--- src/gated_totalizer_map.vh ---
// Register map, field positions, reset values and timing for the gated event totalizer
`ifndef GATED_TOTALIZER_MAP_VH
`define GATED_TOTALIZER_MAP_VH

// Register byte offsets
`define ADR_CTRL 8'h00
`define ADR_STATUS 8'h04
`define ADR_PRESCALE 8'h08
`define ADR_GATE 8'h0C
`define ADR_SCALE 8'h10
`define ADR_PRESET 8'h14
`define ADR_RESULT 8'h18
`define ADR_COUNTA 8'h1C
`define ADR_COUNTB 8'h20

// Control register fields
`define CTRL_W 9
`define CTRL_MODE_LO 0
`define CTRL_MODE_HI 1
`define CTRL_RUN 2
`define CTRL_SUMDIFF 3
`define CTRL_PRESC_EN 4
`define CTRL_SCALE_SW 5
`define CTRL_SLOPE_LO 6

// Measurement modes
`define MODE_TOT_MANUAL 2'h0
`define MODE_TOT_CH3 2'h1
`define MODE_TOT_SUM 2'h2
`define MODE_NORMALIZE 2'h3

// Widths
`define CNT_W 32
`define SCALE_W 16
`define PRESC_W 8
`define STATE_W 3

// Reset values
`define CTRL_RST 9'h000
`define PRESCALE_RST 8'h01
`define SCALE_RST 16'h0001
`define PRESET_RST 32'hFFFFFFFF
`define FACTOR_ONE 8'h01

// Gate time for normalizing, in milliseconds, and the clock in kHz
`define GATE_TIME_MS 1000
`define CLK_KHZ 125000

`endif

--- src/gated_event_totalizer.v ---
// Gated event totalizer core with Wishbone register slave
//
// Function
// - In single-channel totalize the gate stays open and every conditioned pulse is counted until stopped.
// - An alternative totalize arrangement counts events on a third channel.
// - In that arrangement a first-channel event opens the gate and a second-channel event closes it.
// - The interval may instead follow a manual start/stop control driven by the operator.
// - Putting the control to start opens the gate and counts channel A, or channels A and B in two-channel totalizing.
// - Moving the control to stop closes the gate and holds the total.
// - Two-channel totalizing reports the sum or the difference as the selector chooses.
// - Normalizing reports the measured frequency times a stored scaling constant.
// - The scaling constant comes either from external switches or from an internal store.
// - A preset output asserts once the displayed count exceeds the loaded preset value.
// - With prescaling on, the counted pulse train is divided by N before the gate.
// - With prescaling by N the normalizing gate-open time is stretched N-fold.
// - A count needs a crossing of both hysteresis thresholds; ringing on one gives none.
// - Positive slope counts when a rising input crosses the upper threshold.
// - Negative slope counts when a falling input crosses the lower threshold.
// - Each pulse reaching the open gate counts once; pulses with the gate shut are ignored.
`timescale 1ns/10ps
`include "gated_totalizer_map.vh"
module gated_event_totalizer (
  input wire core_clk, // 125 MHz core clock
  input wire arst_n, // Asynchronous reset, active low
  input wire wb_cyc_i, // Wishbone cycle
  input wire wb_stb_i, // Wishbone strobe
  input wire wb_we_i, // Wishbone write enable
  input wire [7:0] wb_adr_i, // Wishbone byte address
  input wire [3:0] wb_sel_i, // Wishbone byte lanes
  input wire [31:0] wb_dat_i, // Wishbone write data
  output reg [31:0] wb_dat_o, // Wishbone read data
  output reg wb_ack_o, // Wishbone acknowledge
  input wire [2:0] chUpper, // Above upper threshold, channels A, B, C
  input wire [2:0] chLower, // Below lower threshold, channels A, B, C
  input wire [`SCALE_W-1:0] scaleSwitch, // External scaling switches
  output reg gateOpen, // Main gate open
  output reg presetOut, // Display above preset
  output reg [`CNT_W-1:0] displayValue // Displayed result
);
  // Gate state codes, one-hot
  localparam [`STATE_W-1:0] ST_IDLE = 3'h1;
  localparam [`STATE_W-1:0] ST_OPEN = 3'h2;
  localparam [`STATE_W-1:0] ST_HELD = 3'h4;
  localparam integer GATE_CYCLES = `GATE_TIME_MS * `CLK_KHZ;
  localparam [`CNT_W-1:0] GATE_RST = GATE_CYCLES[`CNT_W-1:0];

  // Reset synchroniser stages
  reg rstMeta;
  reg rstSyncN;

  // Software-visible registers
  reg [`CTRL_W-1:0] ctrl;
  reg [`PRESC_W-1:0] prescaleN;
  reg [`CNT_W-1:0] gateTicks;
  reg [`SCALE_W-1:0] scaleMem;
  reg [`CNT_W-1:0] presetVal;

  // Gate machine
  reg [`STATE_W-1:0] state;
  reg [`STATE_W-1:0] next_state;

  // Counting registers and gate timer
  reg [`CNT_W-1:0] countA;
  reg [`CNT_W-1:0] countB;
  reg [`CNT_W-1:0] tickCnt;
  reg [`PRESC_W-1:0] epochCnt;

  // Read mux and gate events
  reg [31:0] rdMux;
  reg startEv;
  reg stopEv;

  // Pulse paths
  wire [2:0] trigPulse;
  wire [1:0] scaledPulse;
  wire [1:0] rawCounted;

  // Bus decode
  wire [31:0] wrWord;
  wire wbReq;
  wire wbWrite;

  // Control fields and gate timing
  wire [1:0] mode;
  wire run;
  wire stOpen;
  wire enterOpen;
  wire [`PRESC_W-1:0] effFactor;
  wire tickLast;
  wire epochLast;
  wire gateDone;
  wire [`SCALE_W-1:0] scaleVal;
  wire [`CNT_W+`SCALE_W-1:0] product;
  wire [`CNT_W-1:0] liveTotal;

  // Merge write data into a word by byte lane
  function [31:0] laneMerge;
    input [31:0] old;
    input [31:0] din;
    input [3:0] sel;
    integer i;
    begin
      for (i = 0; i < 4; i = i + 1) begin
        laneMerge[i*8 +: 8] = sel[i] ? din[i*8 +: 8] : old[i*8 +: 8];
      end
    end
  endfunction

  // Reset release through two flip-flops
  always @(posedge core_clk or negedge arst_n) begin
    if (!arst_n) begin
      rstMeta <= 1'b0;
      rstSyncN <= 1'b0;
    end else begin
      rstMeta <= 1'b1;
      rstSyncN <= rstMeta;
    end
  end

  // Control field decode
  assign mode = ctrl[`CTRL_MODE_HI:`CTRL_MODE_LO];
  assign run = ctrl[`CTRL_RUN];
  assign stOpen = state[1];
  assign effFactor = (ctrl[`CTRL_PRESC_EN] && (prescaleN != {`PRESC_W{1'b0}})) ? prescaleN : `FACTOR_ONE;
  assign scaleVal = ctrl[`CTRL_SCALE_SW] ? scaleSwitch : scaleMem;

  // Wishbone request decode
  assign wbReq = wb_cyc_i & wb_stb_i & ~wb_ack_o;
  assign wbWrite = wbReq & wb_we_i;
  assign wrWord = laneMerge(rdMux, wb_dat_i, wb_sel_i);

  // Read data selection, unmapped reads as zero
  always @* begin
    case (wb_adr_i)
      `ADR_CTRL: rdMux = {{(32-`CTRL_W){1'b0}}, ctrl};
      `ADR_STATUS: rdMux = {{(29-`STATE_W){1'b0}}, state, presetOut, gateOpen, 1'b0};
      `ADR_PRESCALE: rdMux = {{(32-`PRESC_W){1'b0}}, prescaleN};
      `ADR_GATE: rdMux = gateTicks;
      `ADR_SCALE: rdMux = {{(32-`SCALE_W){1'b0}}, scaleMem};
      `ADR_PRESET: rdMux = presetVal;
      `ADR_RESULT: rdMux = displayValue;
      `ADR_COUNTA: rdMux = countA;
      `ADR_COUNTB: rdMux = countB;
      default: rdMux = 32'h00000000;
    endcase
  end

  // Request masked while ack is high, so one request gives one ack
  // Bus answer one cycle after the request
  always @(posedge core_clk or negedge rstSyncN) begin
    if (!rstSyncN) begin
      wb_ack_o <= 1'b0;
      wb_dat_o <= 32'h00000000;
    end else begin
      wb_ack_o <= wbReq;
      wb_dat_o <= wbReq ? rdMux : 32'h00000000;
    end
  end

  // Writable registers
  always @(posedge core_clk or negedge rstSyncN) begin
    if (!rstSyncN) begin
      ctrl <= `CTRL_RST;
      prescaleN <= `PRESCALE_RST;
      gateTicks <= GATE_RST;
      scaleMem <= `SCALE_RST;
      presetVal <= `PRESET_RST;
    end else if (wbWrite) begin
      case (wb_adr_i)
        `ADR_CTRL: ctrl <= wrWord[`CTRL_W-1:0];
        `ADR_PRESCALE: prescaleN <= wrWord[`PRESC_W-1:0];
        `ADR_GATE: gateTicks <= wrWord;
        `ADR_SCALE: scaleMem <= wrWord[`SCALE_W-1:0];
        `ADR_PRESET: presetVal <= wrWord;
        default: ;
      endcase
    end
  end

  // Input triggers, one per channel
  genvar g;
  generate
    for (g = 0; g < 3; g = g + 1) begin : trig
      hyst_trigger uTrig (
        .clk(core_clk),
        .rstN(rstSyncN),
        .aboveUpper(chUpper[g]),
        .belowLower(chLower[g]),
        .slopeNeg(ctrl[`CTRL_SLOPE_LO+g]),
        .countPulse(trigPulse[g])
      );
    end
  endgenerate

  // Counted channels: C in third-channel mode, else A; B as second
  assign rawCounted[0] = (mode == `MODE_TOT_CH3) ? trigPulse[2] : trigPulse[0];
  assign rawCounted[1] = trigPulse[1];
  assign enterOpen = startEv & ~stOpen;

  // Prescalers ahead of the gate
  generate
    for (g = 0; g < 2; g = g + 1) begin : presc
      pulse_prescaler uPresc (
        .clk(core_clk),
        .rstN(rstSyncN),
        .clear(enterOpen),
        .factor(effFactor),
        .pulseIn(rawCounted[g]),
        .pulseOut(scaledPulse[g])
      );
    end
  endgenerate

  // Timed gate for normalizing, stretched by the prescale factor
  assign tickLast = ({1'b0, tickCnt} + 33'h000000001) >= {1'b0, gateTicks};
  assign epochLast = ({1'b0, epochCnt} + 9'h001) >= {1'b0, effFactor};
  assign gateDone = tickLast & epochLast;

  // Start and stop events per mode
  always @* begin
    case (mode)
      `MODE_TOT_MANUAL: begin
        startEv = run;
        stopEv = ~run;
      end
      `MODE_TOT_CH3: begin
        startEv = run & trigPulse[0];
        stopEv = ~run | trigPulse[1];
      end
      `MODE_TOT_SUM: begin
        startEv = run;
        stopEv = ~run;
      end
      default: begin
        startEv = run;
        stopEv = ~run | gateDone;
      end
    endcase
  end

  // Held keeps the total readable; a fresh start reopens and clears
  // Gate state transitions
  always @* begin
    case (state)
      ST_IDLE: next_state = startEv ? ST_OPEN : ST_IDLE;
      ST_OPEN: next_state = stopEv ? ST_HELD : ST_OPEN;
      ST_HELD: next_state = startEv ? ST_OPEN : ST_HELD;
      default: next_state = ST_IDLE;
    endcase
  end

  // Gate state and gate output
  always @(posedge core_clk or negedge rstSyncN) begin
    if (!rstSyncN) begin
      state <= ST_IDLE;
      gateOpen <= 1'b0;
    end else begin
      state <= next_state;
      gateOpen <= next_state[1];
    end
  end

  // Counting registers and gate timer
  always @(posedge core_clk or negedge rstSyncN) begin
    if (!rstSyncN) begin
      countA <= {`CNT_W{1'b0}};
      countB <= {`CNT_W{1'b0}};
      tickCnt <= {`CNT_W{1'b0}};
      epochCnt <= {`PRESC_W{1'b0}};
    end else if (enterOpen) begin
      countA <= {`CNT_W{1'b0}};
      countB <= {`CNT_W{1'b0}};
      tickCnt <= {`CNT_W{1'b0}};
      epochCnt <= {`PRESC_W{1'b0}};
    end else if (stOpen) begin
      if (scaledPulse[0]) begin
        countA <= countA + 32'h00000001;
      end
      if (scaledPulse[1] && (mode == `MODE_TOT_SUM)) begin
        countB <= countB + 32'h00000001;
      end
      if (tickLast) begin
        tickCnt <= {`CNT_W{1'b0}};
        epochCnt <= epochCnt + `FACTOR_ONE;
      end else begin
        tickCnt <= tickCnt + 32'h00000001;
      end
    end
  end

  // Result forming: sum, difference, scaled frequency
  assign liveTotal = (mode != `MODE_TOT_SUM) ? countA :
    (ctrl[`CTRL_SUMDIFF] ? countA - countB : countA + countB);
  assign product = countA * scaleVal;

  // Preset compare uses the registered display, so it lags one cycle
  // Display register and preset compare
  always @(posedge core_clk or negedge rstSyncN) begin
    if (!rstSyncN) begin
      displayValue <= {`CNT_W{1'b0}};
      presetOut <= 1'b0;
    end else begin
      if (mode == `MODE_NORMALIZE) begin
        if (stOpen && stopEv) begin
          displayValue <= product[`CNT_W-1:0];
        end
      end else if (state != ST_IDLE) begin
        displayValue <= liveTotal;
      end
      presetOut <= displayValue > presetVal;
    end
  end
endmodule // gated_event_totalizer

--- src/hyst_trigger.v ---
// Hysteresis trigger with slope select, one count pulse per full swing
`timescale 1ns/10ps
module hyst_trigger (
  input wire clk, // Core clock
  input wire rstN, // Synchronised reset, active low
  input wire aboveUpper, // Input is above the upper threshold
  input wire belowLower, // Input is below the lower threshold
  input wire slopeNeg, // 1 selects negative slope
  output reg countPulse // One-cycle count pulse
);
  reg armed;

  // Arm on the opposite threshold, fire on the selected one
  always @(posedge clk or negedge rstN) begin
    if (!rstN) begin
      armed <= 1'b0;
      countPulse <= 1'b0;
    end else begin
      countPulse <= 1'b0;
      if (!slopeNeg) begin
        if (belowLower) begin
          armed <= 1'b1;
        end else if (aboveUpper && armed) begin
          armed <= 1'b0;
          countPulse <= 1'b1;
        end
      end else begin
        if (aboveUpper) begin
          armed <= 1'b1;
        end else if (belowLower && armed) begin
          armed <= 1'b0;
          countPulse <= 1'b1;
        end
      end
    end
  end
endmodule // hyst_trigger

--- src/pulse_prescaler.v ---
// Divide-by-N prescaler for a pulse train
`timescale 1ns/10ps
`include "gated_totalizer_map.vh"
module pulse_prescaler (
  input wire clk, // Core clock
  input wire rstN, // Synchronised reset, active low
  input wire clear, // Restart division at gate opening
  input wire [`PRESC_W-1:0] factor, // Division factor, 1 passes through
  input wire pulseIn, // Conditioned pulses
  output reg pulseOut // One pulse per factor inputs
);
  reg [`PRESC_W-1:0] divCnt;
  wire lastOne = ({1'b0, divCnt} + 9'h001) >= {1'b0, factor};

  // Count input pulses, emit one per N
  always @(posedge clk or negedge rstN) begin
    if (!rstN) begin
      divCnt <= {`PRESC_W{1'b0}};
      pulseOut <= 1'b0;
    end else if (clear) begin
      divCnt <= {`PRESC_W{1'b0}};
      pulseOut <= 1'b0;
    end else begin
      pulseOut <= 1'b0;
      if (pulseIn) begin
        if (lastOne) begin
          divCnt <= {`PRESC_W{1'b0}};
          pulseOut <= 1'b1;
        end else begin
          divCnt <= divCnt + `FACTOR_ONE;
        end
      end
    end
  end
endmodule // pulse_prescaler

--- config.mk ---
export PLATFORM = sky130hd
export DESIGN_NAME = gated_event_totalizer
export DESIGN_NICKNAME = d
export VERILOG_FILES = /design/src/gated_event_totalizer.v /design/src/hyst_trigger.v /design/src/pulse_prescaler.v
export VERILOG_INCLUDE_DIRS = /design/src
export SDC_FILE = /design/constraint.sdc
export NUM_CORES = 2
export LEC_CHECK = 0
export BUFFER_PORTS_ARGS = -buffer_cell sky130_fd_sc_hd__buf_2
export CORE_MARGIN = 2
export CORE_UTILIZATION = 45
export DETAILED_ROUTE_END_ITERATION = 6
export PLACE_DENSITY = 0.61
export SLEW_MARGIN = 20
export SYNTH_ARGS = -nofsm -noshare
export SYNTH_HDL_FRONTEND = slang
export SYNTH_SLANG_ARGS = --single-unit
--- constraint.sdc ---
create_clock -name core_clk -period 21.2 [get_ports core_clk]
set_clock_uncertainty 0.05 [all_clocks]
set_input_delay 4.24 -clock core_clk [delete_from_list [all_inputs] [get_ports core_clk]]
set_output_delay 4.24 -clock core_clk [all_outputs]
set_load 0.02 [all_outputs]
==> key figures <==
Die
  – Initial Util: 0.455
  – Rows: 95
  – Die height: 265 um
  – Die Width: 265 um
  – I/O pins: 138
  – Die Area: 0.0701 mm2
  – Core Box Area: around 0.067 mm2

Critical path
  – CP arrival: ~11 ns
  – Worst-path fanout max: 29
  – R2r startpoint: ctrl[5]$_DFFE_PN0P_
  – R2r worst-path depth: 24
  – Worst-path cell chain: buf_2 -> mux2_2 -> nand2_1 -> fa_1 -> fa_1 -> fa_1 -> inv_1 -> fa_1 -> fa_1 -> inv_1 -> fa_1 -> inv_1 -> ha_1 -> a21oi_1 -> o21ai_1 -> a221o_1 -> a41oi_1 -> a21oi_1 -> nor2_1 -> o21ai_1 -> xnor2_1 -> a21oi_1 -> o32a_1
  – Delay-heaviest family, CP: adder cells
  – Setup slack, reg-to-reg: 13.33 ns
  – Cell mode on critical path: fa_1
  – End of the critical path: displayValue[28]$_DFFE_PN0P_
  – Startpoint types: input pin
  – Critical Path RT: ~22 ns
  – Crit Path Class: input pin to flop
  – Crit. Startpoint: scaleSwitch[3]
  – Crit-path slowest cell: mux2_2
  – Buf/Inv on CP: 4
  – CP Depth: 23
  – Crit. End Element: flop
  – Worst path max stage delay: 0.71 ns
  – R2r endpoint: displayValue[28]$_DFFE_PN0P_

STA
  – RSZ-0062 raised after global routing: no
  – Worst-margin pin slew: 0.979 ns
  – Max Clock Freq: around 0.09 GHz
  – Final hold violations: 0
  – Post-route clock period utilization: 0.513
  – WHS: roughly 0.3 ns
  – Setup TNS: 0 ns
  – Post-layout min period: 10.88 ns
  – Slew Limit Headroom: 0.347
  – Max-slew violations: 0
  – Final setup viols: 0

Global routing
  – Total track usage: 0.282
  – Grt ovf: 0
  – Vias in the first global route: roughly 25000
  – Largest net degree at the start of global routing: 76
  – Antenna violations before repair: 6
  – First-pass GRT wire length: 153000 um

Detailed routing
  – Uppermost layer routed: met4
  – M1 WL: 45100 um
  – DR WL met3: 5800 um
  – Number of remaining DRC errors: 0
  – Number of nets with antenna violations after routing: 0
  – Avg WL per Cell: 21.8 um
  – Via count: 25100
  – Drt pass-1 iters: 5
  – DRT iter0 DRCs: 2352
  – Met2 Wirelength: 43700 um
  – Post-DR vias/cell: 5.67
  – Routed WL: around 96000 um

CTS
  – Insertion delay to the later sink of the worst-skew pair: roughly 0.55 ns
  – Clk root buf: clkbuf_16
  – Post-cts resize count: 0
  – # H-tree levels: 2
  – Clock-pin slew on the worst setup and hold paths: roughly 0.06 ns
  – Hold-fix buffers at CTS: 0
  – CTS tree: done
  – Setup Buffers After CTS: 0
  – Clock sink count: around 300
  – Maximum clock path buffer count: 3
  – CTS buffer count: 35

Outcome
  – Outcome: finished, final reports clean

Power and ir drop
  – Power, Total: 0.00176 W
  – Pwr dens: around 53 mW/mm2
  – Max VDD drop: 37.2 uV
  – Leak: 15.4 nW

Placed design
  – Port Buffers: 137
  – RePlAce Congestion: 0.929
  – Dpl hpwl: ~73000 um

Finish
  – Fillcell total: 6487
  – Area Growth Syn to Fin: 8.32%
  – Fin nets: between 4000 and 5000
  – Ratio of cells with drive above 1 in the final layout: 0.0961

Synth
  – Syn Area/Cell: 8.72 um2
  – Post-synth ARST share: 1.00
  – Flops & latches, synth: 296
  – Syn Inst Count: around 3500
  – Yosys warning total: 0
  – Synthesized net count: 4073
  – Share of the synthesized area in the top cell type: 0.203
  – Mapped cell area: between 0.03 and 0.04 mm2
  – Synth Flop Type: dfrtp_1
  – Sequential share of the synthesized area: 0.244
  – Area contributors post-synth: dfrtp_1, fa_1, ha_1
  – Netlist cell types: 83
  – Synth area leader: dfrtp_1
  – Number of synthesized flops with an enable pin: 0

Hold path
  – Min-delay worst type: flop to flop
  – Min-delay src: rstMeta$_DFF_PN0_

Run
  – Max_cap viols: 0
logic make-up after synthesis:
logic type / count (synthesis) / share of synthesized area
XOR/XNOR: 206 / 0.0592
buffers and inverters: 676 / 0.0834
AND/OR/NAND/NOR: 1116 / 0.172
flip-flops: 296 / 0.244
multiplexers: 74 / 0.0252
adder cells (fa/ha/maj): 496 / 0.278
AO/OA/AOI/OAI: 641 / 0.138
other: 1 / 0.000123
cells in the mapped netlist, drive strengths merged (24+ instances only):
cell type	instances
nor2	171
xnor2	134
nand2	492
mux2	24
dfstp	48
fa	305
a22oi	59
a31oi	42
and3	43
a21o	68
ha	191
clkbuf	176
nand3	89
mux2i	50
inv	476
a21oi	111
o21ai	175
xor2	72
dfrtp	248
nor3	34
nand4	26
and2	155
a22o	35
nand2b	31
worst min-delay path by stage:
stage                         end  slack, ns  cells past startpoint
2_1_floorplan  rstSyncN$_DFF_PN0_       0.28                      0
3_3_place_gp   rstSyncN$_DFF_PN0_       0.29                      0
3_5_place_dp   rstSyncN$_DFF_PN0_       0.30                      0
4_1_cts        rstSyncN$_DFF_PN0_       0.31                      0
5_1_grt        rstSyncN$_DFF_PN0_       0.31                      0
6_report       rstSyncN$_DFF_PN0_       0.30                      0
area by class of cell:
type                    instances  area (um2)  area share
diodes                          1        2.50   0.0000755
clock buffers                  53        1010      0.0306
clock inverters                11        77.6     0.00234
inverters                     477        1790      0.0540
multi-input cells            2534       20600       0.623
flip-flops and latches        296        7470       0.226
well taps                     873        1090      0.0330
repair buffers                186        1050      0.0318
layout by cell type (no fill, tap or decap), types with 48 or more instances in the layout:
cell     count
a22oi_1     59
mux2i_1     50
nor2_1     166
a21oi_1    111
xor2_1      72
ha_1       191
buf_4       49
nand2_1    491
nand3_1     86
and2_1     155
buf_2      137
dfrtp_1    245
xnor2_1    133
a21o_1      68
fa_1       305
dfstp_2     48
o21ai_0    159
inv_1      476
power by group:
part	leakage, nW	switching, W	internal (W)
combinational	11.2	0.000320	0.000195
sequential	3.62	0.0000662	0.000589
clock	0.541	0.000261	0.000333
routing by layer:
metal / vias to the layer above / GRT usage
met4: 0 / 0.0568
met5: - / 0
met3: 104 / 0.0307
li1: 11500 / -
met2: 819 / 0.443
met1: 12700 / 0.422
per-stage QoR:
step	instances	util	setup WS, ns	instance area (um2)
floorplan	3506	-	10.79	30600
global placement	4366	0.476	9.99	32000
detailed placement	4366	0.476	9.88	32000
CTS	4430	0.492	10.44	33100
global route	4430	0.492	10.03	33100
finish	4431	0.492	10.32	33100
state kept, by name, summed over array words and instances, names as in the netlist, 2 cells and up:
register / cells
countA: 32
countB: 32
ctrl: 9
displayValue: 32
epochCnt: 8
gateTicks: 32
presc.uPresc.divCnt: 16
presc.uPresc.pulseOut: 2
prescaleN: 8
presetVal: 32
scaleMem: 16
state: 3
tickCnt: 32
trig.uTrig.armed: 3
trig.uTrig.countPulse: 3
wb_dat_o: 32
Note: power is estimated with default switching activity, not from simulation.
